$ cat src/rtl/xorx_regs.svh
`ifndef XORX_REGS_SVH
`define XORX_REGS_SVH
// Contract
// - xor operands, write destination, update N Z only
// - port destination reads output latch, not pins
// - 63 dir imm: three bytes, three states
// - direct port access adds a state; 62 adds two, sub 5 adds none
// - 64 imm into accumulator: two bytes, one state
// - 66/67 indirect into accumulator, prefixed in source
// - bank register into accumulator, prefixed in source
// - 6c byte register pair, prefixed in binary
// - 6d word register pair, 3/2 states
// - 6e immediate byte into register, 3/2 states
// - sub 4 sixteen-bit immediate, 4/3 states
// - sub 1 direct byte into register
// - sub 5 direct operand into word register
// - sub 3/7 use two address bytes
// - sub 9 memory via word pointer
// - sub b memory via double-word pointer

`define XORX_PREFIX     8'ha5
`define XORX_OP_DIR_A   8'h62
`define XORX_OP_DIR_IMM 8'h63
`define XORX_OP_A_IMM   8'h64
`define XORX_OP_A_DIR   8'h65
`define XORX_OP_A_IND   7'h33
`define XORX_OP_A_RN    5'h0d
`define XORX_OP_RR      8'h6c
`define XORX_OP_WW      8'h6d
`define XORX_OP_EXT     8'h6e

`define XORX_SUB_R_IMM   4'h0
`define XORX_SUB_R_DIRECT_BYTE_ADDRESS  4'h1
`define XORX_SUB_R_DIRECT_WIDE_ADDRESS 4'h3
`define XORX_SUB_W_IMM   4'h4
`define XORX_SUB_W_DIRECT_BYTE_ADDRESS  4'h5
`define XORX_SUB_W_DIRECT_WIDE_ADDRESS 4'h7
`define XORX_SUB_R_INDW  4'h9
`define XORX_SUB_R_INDD  4'hb

// lengths exclude the prefix; states exclude the prefix state
`define XORX_LEN_1       3'h1
`define XORX_LEN_2       3'h2
`define XORX_LEN_3       3'h3
`define XORX_LEN_4       3'h4
`define XORX_LEN_PEND    3'h7
`define XORX_ST_1        3'h1
`define XORX_ST_2        3'h2
`define XORX_ST_3        3'h3
`define XORX_PEN_DIR_A   3'h2
`define XORX_PEN_DIRECT  3'h1

`define XORX_ACC_IDX     4'hb
`define XORX_PORT_ADDRS  32'hb0a09080
`endif

$ cat src/rtl/xorx_pkg.sv
package xorx_pkg;
  typedef enum logic [1:0] {
    XORX_SZ_BYTE  = 2'h0,
    XORX_SZ_WORD  = 2'h1,
    XORX_SZ_DWORD = 2'h2
  } xorx_size_t;

  typedef enum logic [4:0] {
    XORX_F_NONE, XORX_F_DIR_A, XORX_F_DIR_IMM, XORX_F_A_IMM, XORX_F_A_DIR,
    XORX_F_A_IND, XORX_F_A_RN, XORX_F_RR, XORX_F_WW, XORX_F_R_IMM,
    XORX_F_W_IMM, XORX_F_R_DIRECT_BYTE_ADDRESS, XORX_F_W_DIRECT_BYTE_ADDRESS, XORX_F_R_DIRECT_WIDE_ADDRESS,
    XORX_F_W_DIRECT_WIDE_ADDRESS, XORX_F_R_INDW, XORX_F_R_INDD
  } xorx_form_t;

  typedef struct packed {
    logic [3:0] idx;
    xorx_size_t size;
  } xorx_rf_rd_t;

  typedef struct packed {
    logic        en;
    logic [3:0]  idx;
    xorx_size_t  size;
    logic [15:0] data;
  } xorx_rf_wr_t;
endpackage

$ cat src/rtl/xorx_form_decode.sv
`timescale 1ns/1ps
`default_nettype none
`include "xorx_regs.svh"
module xorx_form_decode (
  // mode and prefix
  input  wire logic               binary_mode,
  input  wire logic               esc,
  // bytes
  input  wire logic [7:0]         opcode,
  input  wire logic [7:0]         sub_byte,
  input  wire logic               have_sub,
  // result
  output xorx_pkg::xorx_form_t    form,
  output logic                    legal,
  output logic [2:0]              len,
  output logic [2:0]              base,
  output logic [2:0]              pen
);
  logic native;
  logic need_sub;

  always_comb begin
    native   = binary_mode ^ esc;
    form     = xorx_pkg::XORX_F_NONE;
    len      = `XORX_LEN_PEND;
    base     = `XORX_ST_1;
    pen      = 3'h0;
    need_sub = 1'b0;
    if (!esc && opcode == `XORX_OP_DIR_A) begin
      form = xorx_pkg::XORX_F_DIR_A;
      len  = `XORX_LEN_2;
      base = `XORX_ST_2;
      pen  = `XORX_PEN_DIR_A;
    end else if (!esc && opcode == `XORX_OP_DIR_IMM) begin
      form = xorx_pkg::XORX_F_DIR_IMM;
      len  = `XORX_LEN_3;
      base = `XORX_ST_3;
      pen  = `XORX_PEN_DIRECT;
    end else if (!esc && opcode == `XORX_OP_A_IMM) begin
      form = xorx_pkg::XORX_F_A_IMM;
      len  = `XORX_LEN_2;
    end else if (!esc && opcode == `XORX_OP_A_DIR) begin
      form = xorx_pkg::XORX_F_A_DIR;
      len  = `XORX_LEN_2;
      pen  = `XORX_PEN_DIRECT;
    end else if (native && opcode[7:1] == `XORX_OP_A_IND) begin
      form = xorx_pkg::XORX_F_A_IND;
      len  = `XORX_LEN_1;
      base = `XORX_ST_2;
    end else if (native && opcode[7:3] == `XORX_OP_A_RN) begin
      form = xorx_pkg::XORX_F_A_RN;
      len  = `XORX_LEN_1;
    end else if (!native && opcode == `XORX_OP_RR) begin
      form = xorx_pkg::XORX_F_RR;
      len  = `XORX_LEN_2;
    end else if (!native && opcode == `XORX_OP_WW) begin
      form = xorx_pkg::XORX_F_WW;
      len  = `XORX_LEN_2;
      base = `XORX_ST_2;
    end else if (!native && opcode == `XORX_OP_EXT) begin
      need_sub = 1'b1;
      if (have_sub) begin
        case (sub_byte[3:0])
          `XORX_SUB_R_IMM: begin
            form = xorx_pkg::XORX_F_R_IMM;
            len  = `XORX_LEN_3;
            base = `XORX_ST_2;
          end
          `XORX_SUB_W_IMM: begin
            form = xorx_pkg::XORX_F_W_IMM;
            len  = `XORX_LEN_4;
            base = `XORX_ST_3;
          end
          `XORX_SUB_R_DIRECT_BYTE_ADDRESS: begin
            form = xorx_pkg::XORX_F_R_DIRECT_BYTE_ADDRESS;
            len  = `XORX_LEN_3;
            base = `XORX_ST_2;
            pen  = `XORX_PEN_DIRECT;
          end
          `XORX_SUB_W_DIRECT_BYTE_ADDRESS: begin
            form = xorx_pkg::XORX_F_W_DIRECT_BYTE_ADDRESS;
            len  = `XORX_LEN_3;
            base = `XORX_ST_3;
          end
          `XORX_SUB_R_DIRECT_WIDE_ADDRESS: begin
            form = xorx_pkg::XORX_F_R_DIRECT_WIDE_ADDRESS;
            len  = `XORX_LEN_4;
            base = `XORX_ST_2;
          end
          `XORX_SUB_W_DIRECT_WIDE_ADDRESS: begin
            form = xorx_pkg::XORX_F_W_DIRECT_WIDE_ADDRESS;
            len  = `XORX_LEN_4;
            base = `XORX_ST_3;
          end
          `XORX_SUB_R_INDW: begin
            form = xorx_pkg::XORX_F_R_INDW;
            len  = `XORX_LEN_3;
            base = `XORX_ST_2;
          end
          `XORX_SUB_R_INDD: begin
            form = xorx_pkg::XORX_F_R_INDD;
            len  = `XORX_LEN_3;
            base = `XORX_ST_3;
          end
          default: form = xorx_pkg::XORX_F_NONE;
        endcase
      end
    end
    legal = (form != xorx_pkg::XORX_F_NONE) || (need_sub && !have_sub);
  end
endmodule
`default_nettype wire

$ cat src/rtl/xorx_exec.sv
`timescale 1ns/1ps
`default_nettype none
`include "xorx_regs.svh"
module xorx_exec #(
  parameter logic [31:0] PORT_ADDRS = `XORX_PORT_ADDRS
) (
  // clock and reset
  input  wire logic                  clk,
  input  wire logic                  nrst,
  // mode strap pin
  input  wire logic                  binary_mode_pin,
  // instruction byte stream
  input  wire logic                  op_valid,
  input  wire logic [7:0]            op_byte,
  output logic                       op_ready,
  // register file reads
  output xorx_pkg::xorx_rf_rd_t      rf_rd_a,
  input  wire logic [15:0]           rf_a_data,
  output xorx_pkg::xorx_rf_rd_t      rf_rd_b,
  input  wire logic [31:0]           rf_b_data,
  // data memory and port latches
  output logic [23:0]                mem_addr,
  output logic                       mem_rd,
  output logic                       mem_word,
  input  wire logic [15:0]           mem_rdata,
  input  wire logic [31:0]           port_latch,
  // results
  output xorx_pkg::xorx_rf_wr_t      rf_wr,
  output logic                       mem_wr_en,
  output logic [7:0]                 mem_wr_data,
  output logic                       flag_we,
  output logic                       neg_flag,
  output logic                       zero_flag,
  output logic                       done,
  output logic                       unsupported
);
  typedef enum logic [1:0] {
    XORX_S_FETCH = 2'b01,
    XORX_S_EXEC  = 2'b10
  } xorx_state_t;

  xorx_state_t          state_reg;
  logic [7:0]           buf_reg [0:4];
  logic [7:0]           bn [0:4];
  logic [2:0]           cnt_reg;
  logic                 esc_reg;
  logic [2:0]           exe_cnt_reg;
  logic                 first_reg;
  xorx_pkg::xorx_form_t form_reg;
  logic [15:0]          imm_reg;
  logic                 port_dst_reg;
  logic [1:0]           port_idx_reg;
  logic                 sync1_reg, sync2_reg, vld1_reg, vld2_reg;
  logic                 mode_ok_reg, binary_reg;
  xorx_pkg::xorx_form_t d_form;
  logic                 d_legal;
  logic [2:0]           d_len, d_base, d_pen;
  logic                 take, is_prefix, finish, bad;
  logic [7:0]           direct_byte_address;
  logic                 port_hit;
  logic [1:0]           port_idx;
  xorx_pkg::xorx_rf_rd_t a_next, b_next;
  logic [23:0]          maddr_next;
  logic                 mrd_next, mword_next;
  logic [15:0]          imm_next;
  logic                 last;
  logic [7:0]           dirval;
  logic [15:0]          dst, src, res;
  logic                 wide, to_mem;

  // strap: two flops, then captured once after release
  always_ff @(posedge clk or negedge nrst) begin
    if (!nrst) begin
      sync1_reg   <= 1'b0;
      sync2_reg   <= 1'b0;
      vld1_reg    <= 1'b0;
      vld2_reg    <= 1'b0;
      mode_ok_reg <= 1'b0;
      binary_reg  <= 1'b0;
    end else begin
      sync1_reg <= binary_mode_pin;
      sync2_reg <= sync1_reg;
      vld1_reg  <= 1'b1;
      vld2_reg  <= vld1_reg;
      if (vld2_reg && !mode_ok_reg) begin
        binary_reg  <= sync2_reg;
        mode_ok_reg <= 1'b1;
      end
    end
  end

  assign take      = op_ready && op_valid;
  assign is_prefix = (cnt_reg == 3'h0) && !esc_reg && (op_byte == `XORX_PREFIX);

  always_comb begin
    for (int i = 0; i < 5; i++) begin
      bn[i] = (take && cnt_reg == 3'(i)) ? op_byte : buf_reg[i];
    end
  end

  xorx_form_decode u_dec (
    .binary_mode (binary_reg),
    .esc         (esc_reg),
    .opcode      (bn[0]),
    .sub_byte    (bn[1]),
    .have_sub    (take ? (cnt_reg >= 3'h1) : (cnt_reg >= 3'h2)),
    .form        (d_form),
    .legal       (d_legal),
    .len         (d_len),
    .base        (d_base),
    .pen         (d_pen)
  );

  assign bad    = take && !is_prefix && !d_legal;
  assign finish = take && !is_prefix && d_legal && (cnt_reg + 3'h1 == d_len);

  // operand selection for the instruction that completes this cycle
  always_comb begin
    a_next     = '{idx: `XORX_ACC_IDX, size: xorx_pkg::XORX_SZ_BYTE};
    b_next     = '{idx: 4'h0, size: xorx_pkg::XORX_SZ_BYTE};
    direct_byte_address       = bn[1];
    maddr_next = {16'h0000, bn[1]};
    mrd_next   = 1'b0;
    mword_next = 1'b0;
    imm_next   = {8'h00, bn[1]};
    case (d_form)
      xorx_pkg::XORX_F_DIR_A: mrd_next = 1'b1;
      xorx_pkg::XORX_F_DIR_IMM: begin
        mrd_next = 1'b1;
        imm_next = {8'h00, bn[2]};
      end
      xorx_pkg::XORX_F_A_DIR: mrd_next = 1'b1;
      xorx_pkg::XORX_F_A_IND: begin
        b_next.idx = {3'h0, bn[0][0]};
        mrd_next   = 1'b1;
      end
      xorx_pkg::XORX_F_A_RN: b_next.idx = {1'b0, bn[0][2:0]};
      xorx_pkg::XORX_F_RR, xorx_pkg::XORX_F_WW: begin
        a_next.idx = bn[1][7:4];
        b_next.idx = bn[1][3:0];
        if (d_form == xorx_pkg::XORX_F_WW) begin
          a_next.size = xorx_pkg::XORX_SZ_WORD;
          b_next.size = xorx_pkg::XORX_SZ_WORD;
        end
      end
      xorx_pkg::XORX_F_R_IMM, xorx_pkg::XORX_F_W_IMM: begin
        a_next.idx = bn[1][7:4];
        imm_next   = {8'h00, bn[2]};
        if (d_form == xorx_pkg::XORX_F_W_IMM) begin
          a_next.size = xorx_pkg::XORX_SZ_WORD;
          imm_next    = {bn[2], bn[3]};
        end
      end
      xorx_pkg::XORX_F_R_DIRECT_BYTE_ADDRESS, xorx_pkg::XORX_F_W_DIRECT_BYTE_ADDRESS,
      xorx_pkg::XORX_F_R_DIRECT_WIDE_ADDRESS, xorx_pkg::XORX_F_W_DIRECT_WIDE_ADDRESS: begin
        a_next.idx = bn[1][7:4];
        direct_byte_address       = bn[2];
        mrd_next   = 1'b1;
        maddr_next = {16'h0000, bn[2]};
        if (d_form == xorx_pkg::XORX_F_R_DIRECT_WIDE_ADDRESS || d_form == xorx_pkg::XORX_F_W_DIRECT_WIDE_ADDRESS) begin
          maddr_next = {8'h00, bn[2], bn[3]};
        end
        if (d_form == xorx_pkg::XORX_F_W_DIRECT_BYTE_ADDRESS || d_form == xorx_pkg::XORX_F_W_DIRECT_WIDE_ADDRESS) begin
          a_next.size = xorx_pkg::XORX_SZ_WORD;
          mword_next  = 1'b1;
        end
      end
      xorx_pkg::XORX_F_R_INDW, xorx_pkg::XORX_F_R_INDD: begin
        a_next.idx  = bn[2][7:4];
        b_next.idx  = bn[1][7:4];
        b_next.size = (d_form == xorx_pkg::XORX_F_R_INDD) ? xorx_pkg::XORX_SZ_DWORD : xorx_pkg::XORX_SZ_WORD;
        mrd_next    = 1'b1;
      end
      default: mrd_next = 1'b0;
    endcase
    port_hit = 1'b0;
    port_idx = 2'h0;
    for (int p = 0; p < 4; p++) begin
      if (direct_byte_address == PORT_ADDRS[p*8 +: 8]) begin
        port_hit = 1'b1;
        port_idx = 2'(p);
      end
    end
  end

  // fetch and sequencing
  always_ff @(posedge clk or negedge nrst) begin
    if (!nrst) begin
      state_reg   <= XORX_S_FETCH;
      cnt_reg     <= 3'h0;
      esc_reg     <= 1'b0;
      exe_cnt_reg <= 3'h0;
      first_reg   <= 1'b0;
      op_ready    <= 1'b0;
      unsupported <= 1'b0;
      for (int i = 0; i < 5; i++) begin
        buf_reg[i] <= 8'h00;
      end
    end else begin
      unsupported <= bad;
      case (state_reg)
        XORX_S_FETCH: begin
          op_ready <= mode_ok_reg && !finish;
          if (take && is_prefix) begin
            esc_reg <= 1'b1;
          end else if (bad) begin
            cnt_reg <= 3'h0;
            esc_reg <= 1'b0;
          end else if (take) begin
            buf_reg[cnt_reg] <= op_byte;
            cnt_reg          <= cnt_reg + 3'h1;
            if (finish) begin
              state_reg   <= XORX_S_EXEC;
              first_reg   <= 1'b1;
              exe_cnt_reg <= d_base + {2'h0, esc_reg} + (port_hit ? d_pen : 3'h0);
            end
          end
        end
        XORX_S_EXEC: begin
          first_reg   <= 1'b0;
          exe_cnt_reg <= exe_cnt_reg - 3'h1;
          if (last) begin
            state_reg <= XORX_S_FETCH;
            cnt_reg   <= 3'h0;
            esc_reg   <= 1'b0;
            op_ready  <= 1'b1;
          end
        end
        default: state_reg <= XORX_S_FETCH;
      endcase
    end
  end

  assign last = (state_reg == XORX_S_EXEC) && (exe_cnt_reg == 3'h1);

  // operand addressing; indirect address is taken from the pointer in the first state
  always_ff @(posedge clk or negedge nrst) begin
    if (!nrst) begin
      form_reg     <= xorx_pkg::XORX_F_NONE;
      rf_rd_a      <= '{idx: 4'h0, size: xorx_pkg::XORX_SZ_BYTE};
      rf_rd_b      <= '{idx: 4'h0, size: xorx_pkg::XORX_SZ_BYTE};
      mem_addr     <= 24'h000000;
      mem_rd       <= 1'b0;
      mem_word     <= 1'b0;
      imm_reg      <= 16'h0000;
      port_dst_reg <= 1'b0;
      port_idx_reg <= 2'h0;
    end else if (finish) begin
      form_reg     <= d_form;
      rf_rd_a      <= a_next;
      rf_rd_b      <= b_next;
      mem_addr     <= maddr_next;
      mem_rd       <= mrd_next;
      mem_word     <= mword_next;
      imm_reg      <= imm_next;
      port_dst_reg <= port_hit && (d_form == xorx_pkg::XORX_F_DIR_A || d_form == xorx_pkg::XORX_F_DIR_IMM);
      port_idx_reg <= port_idx;
    end else if (first_reg) begin
      case (form_reg)
        xorx_pkg::XORX_F_A_IND:  mem_addr <= {16'h0000, rf_b_data[7:0]};
        xorx_pkg::XORX_F_R_INDW: mem_addr <= {8'h00, rf_b_data[15:0]};
        xorx_pkg::XORX_F_R_INDD: mem_addr <= rf_b_data[23:0];
        default:                 mem_addr <= mem_addr;
      endcase
    end else if (last) begin
      mem_rd <= 1'b0;
    end
  end

  // combine in the final state
  always_comb begin
    dirval = port_dst_reg ? port_latch[port_idx_reg*8 +: 8] : mem_rdata[7:0];
    to_mem = (form_reg == xorx_pkg::XORX_F_DIR_A) || (form_reg == xorx_pkg::XORX_F_DIR_IMM);
    wide   = !to_mem && (rf_rd_a.size == xorx_pkg::XORX_SZ_WORD);
    dst    = rf_a_data;
    src    = mem_word ? mem_rdata : {8'h00, mem_rdata[7:0]};
    case (form_reg)
      xorx_pkg::XORX_F_DIR_A: begin
        dst = {8'h00, dirval};
        src = {8'h00, rf_a_data[7:0]};
      end
      xorx_pkg::XORX_F_DIR_IMM: begin
        dst = {8'h00, dirval};
        src = imm_reg;
      end
      xorx_pkg::XORX_F_A_IMM, xorx_pkg::XORX_F_R_IMM, xorx_pkg::XORX_F_W_IMM: src = imm_reg;
      xorx_pkg::XORX_F_A_RN, xorx_pkg::XORX_F_RR, xorx_pkg::XORX_F_WW: src = rf_b_data[15:0];
      default: src = mem_word ? mem_rdata : {8'h00, mem_rdata[7:0]};
    endcase
    res = dst ^ src;
    if (!wide) begin
      res[15:8] = 8'h00;
    end
  end

  // results; carry, auxiliary carry and overflow are never touched
  always_ff @(posedge clk or negedge nrst) begin
    if (!nrst) begin
      rf_wr       <= '{en: 1'b0, idx: 4'h0, size: xorx_pkg::XORX_SZ_BYTE, data: 16'h0000};
      mem_wr_en   <= 1'b0;
      mem_wr_data <= 8'h00;
      flag_we     <= 1'b0;
      neg_flag    <= 1'b0;
      zero_flag   <= 1'b0;
      done        <= 1'b0;
    end else begin
      rf_wr.en  <= last && !to_mem;
      mem_wr_en <= last && to_mem;
      flag_we   <= last;
      done      <= last;
      if (last) begin
        rf_wr.idx   <= rf_rd_a.idx;
        rf_wr.size  <= rf_rd_a.size;
        rf_wr.data  <= res;
        mem_wr_data <= res[7:0];
        neg_flag    <= wide ? res[15] : res[7];
        zero_flag   <= (res == 16'h0000);
      end
    end
  end
endmodule
`default_nettype wire

$ cat config.mk
export PLATFORM = sky130hd
export DESIGN_NAME = xorx_exec
export DESIGN_NICKNAME = d
export VERILOG_FILES = /design/src/rtl/xorx_pkg.sv /design/src/rtl/xorx_form_decode.sv /design/src/rtl/xorx_exec.sv
export VERILOG_INCLUDE_DIRS = /design/src /design/src/rtl
export SDC_FILE = /design/constraint.sdc
export NUM_CORES = 1
export LEC_CHECK = 0
export ABC_AREA = 1
export BUFFER_PORTS_ARGS = -buffer_cell sky130_fd_sc_hd__buf_2
export CAP_MARGIN = 15
export CORE_MARGIN = 5
export CORE_UTILIZATION = 56
export CTS_CLUSTER_DIAMETER = 50
export CTS_CLUSTER_SIZE = 25
export DETAILED_ROUTE_END_ITERATION = 16
export MAX_ROUTING_LAYER = met4
export PLACE_DENSITY = 0.92
export SLEW_MARGIN = 30
export SYNTH_ARGS = -nofsm -noshare
export SYNTH_HDL_FRONTEND = slang
export SYNTH_HIERARCHICAL = 1
export SYNTH_SLANG_ARGS = --single-unit
$ cat constraint.sdc
create_clock -name clk -period 5.2 [get_ports clk]
set_clock_uncertainty 0.2 [all_clocks]
set_input_delay 0.26 -clock clk [delete_from_list [all_inputs] [get_ports clk]]
set_output_delay 0.26 -clock clk [all_outputs]
set_load 0.01 [all_outputs]
==> results.cfg <==
[global_route]
grt_max_degree = 78
grt_antenna_before_repair = 1
grt_pass1_vias = 8978
overflow = 0
grt_first_pass_wirelength_mm = 44.7
grt_use_total_pct = 31.6

[setup_path]
cp_num_buf_inv = 6
rrSetupSlack_ps = 500
timing.rr.start = cnt_reg[1]$_DFFE_PN0P_
rr_worst_depth = 27
startpoint_type = register
cpMaxStageDelayCell = dfrtp_1
path_delay_family = simple AND/OR/NAND/NOR gates
worst-path-max-fanout = 16
critical_path_class = reg2reg
critPathMaxStageDelay_ps = 430
end_kind = register
critPathArrivalTime_ps = 4790
r2r_end = exe_cnt_reg[1]$_DFFE_PN0P_
required_ps = 5290

[timing]
finalMaxSlewViolations = 0
setup_tns_ps = 0
slew_headroom_pct = 46.8
worst_pin_slew_ps = 789
fin_ws_ps = 503
whs_ps = 42.6
hold_violations = 0
grt_setup_unrepaired = no
fin_crit_sh_pct = 90.3
setup_viol = 0
max_freq_mhz = 213
period_needed_ps = 4700

[clock_tree]
cts_buffers = 17
numClockSinks = 137
cts.reportedPaths.clkPinSlew_ps = 60
ctsLongestPathBuffers = 2
cts_root_buffer = clkbuf_16
htreeDepth = 4
cts_tree = built
clk-insertion-delay-late_ps = 430

[layout]
area_growth_pct = 19.9
fin_area_sq_mm = 0.0106
final_cell_count_no_fill = 1693
drive_gt1_share_pct = 19.2
largest_register_ffs = 32
layout_common_cells = 360 x nand2_1, 172 x buf_2, 147 x inv_1
nNetsFinal = 1581
fillers = 1325
final_common_cell = nand2_1

[logic_synthesis]
synthCells = 1288
syn_area_per_cell_sq_um = 6.88
ys_warn_count = 6
netlist_area_sq_mm = 0.00886

[min_path]
hold_class = in2reg
whs_path_depth = 6
hold_start = rf_a_data[8]
hold_end = rf_wr[8]$_DFFE_PN0P_

[status]
status = finished clean

[power_and_ir_drop]
p_leak_nw = 5.59
p_seq_share_pct = 36.3
netSwitchingFraction_pct = 38.3
power.density_mw_per_mm2 = 353
p_sw_mw = 1.43
power.internal_mw = 2.32
vdd_drop_max_mv = 0.218
p_clk_share_pct = 30.6
combPwrFrac_pct = 33.1

[route]
antenna_left = 0
wire_per_inst_um = 16.7
drt_iter0_drc = 965
drc_errors = 0
drt_pass1_iterations = 5
vias_per_cell = 5.66
dr_total_vias = 9574
drt_wl_total_mm = 28.3

[die]
io-pin-count = 184
die_area_sq_mm = 0.0184
fp.dieH_um = 136
die_w_um = 136
rows = 46
start_util_pct = 56.4
core_area_sq_mm = 0.0157

[place]
post-place-ws_ps = 197
io_buffers = 173
gp_congestion = 1.00
dpl_cell_area_sq_mm = 0.00983
hpwl_mm = 20.6
dp.cells = 1638

[run]
cap_violations = 0
-- worst max-delay path by stage --
stage                           start                         end  slack (ps)  cells past startpoint
2_1_floorplan  cnt_reg[0]$_DFFE_PN0P_  exe_cnt_reg[1]$_DFFE_PN0P_         420                     28
3_3_place_gp   cnt_reg[1]$_DFFE_PN0P_  exe_cnt_reg[1]$_DFFE_PN0P_         400                     28
3_5_place_dp   cnt_reg[1]$_DFFE_PN0P_  exe_cnt_reg[1]$_DFFE_PN0P_         200                     28
4_1_cts        cnt_reg[1]$_DFFE_PN0P_  exe_cnt_reg[1]$_DFFE_PN0P_         180                     28
5_1_grt        cnt_reg[1]$_DFFE_PN0P_  exe_cnt_reg[1]$_DFFE_PN0P_          20                     25
6_report       cnt_reg[1]$_DFFE_PN0P_  exe_cnt_reg[1]$_DFFE_PN0P_         500                     27
-- power by group through the flow --
| stage | combinational [mW] | sequential, mW | clock, mW |
|---|---|---|---|
| 3_3_place_gp | 1.16 | 1.36 | 0 |
| 4_1_cts | 1.21 | 1.35 | 1.15 |
| 2_1_floorplan | 0.741 | 1.42 | 0 |
| 3_5_place_dp | 1.19 | 1.37 | 0 |
| 5_1_grt | 1.38 | 1.38 | 1.21 |
| 6_report | 1.24 | 1.36 | 1.15 |
-- layout make-up --
| type | instances | area (sq um) | share of cell area, % |
|---|---|---|---|
| diodes | 2 | 5.00 | 0.0471 |
| inverters | 159 | 602 | 5.66 |
| multi-input cells | 936 | 4560 | 42.9 |
| well taps | 216 | 270 | 2.54 |
| repair buffers | 211 | 1200 | 11.3 |
| flip-flops and latches | 137 | 3430 | 32.3 |
| clock inverters | 15 | 131 | 1.24 |
| clock buffers | 17 | 425 | 4.00 |
-- metal layers --
| layer | up-vias | part of all wire (%) | track usage, % | wire [um] |
|---|---|---|---|---|
| met5 | - | 0 | - | 0 |
| met4 | 0 | 5.5 | 17.6 | 1560 |
| met3 | 114 | 9.0 | 6.05 | 2550 |
| met2 | 567 | 47 | 49.2 | 13200 |
| met1 | 4363 | 39 | 38.8 | 11000 |
| li1 | 4530 | - | - | - |
-- repair_timing --
action,4_1_cts,5_1_grt
setup endpoints to repair,0,5
hold buffers,19,0
setup buffers,0,2
gates resized for setup,0,12
hold endpoints to repair,93,0
-- worst register-to-register path, cell delays in order (launching register included) --
cell      delay, ps
dfrtp_1         430
inv_1           120
ha_2            220
nand3_4         160
nand2_1         100
o21ai_0          70
buf_4           180
nor2_2          130
nand3_2         150
nor2_4          200
inv_2            70
nor2_4          100
nand2_2          60
o21ai_2          70
inv_2            70
nor2_4          130
inv_1           100
nor3_1          340
a21oi_2         130
nor2_1          130
nand4_1         110
nand2_2         130
nand2_1          80
fa_1            350
inv_1            70
fa_1            400
o211ai_1        170
o21ai_0         110
-- per-stage QoR --
| step | total power [mW] | utilization, % |
|---|---|---|
| after floorplan | 2.16 | - |
| after global placement | 2.53 | 62.5 |
| after detailed placement | 2.56 | 62.5 |
| after CTS | 3.72 | 67.3 |
| after global routing | 3.97 | 67.6 |
| final | 3.75 | 67.6 |
Power figures use the tool's default switching activity.
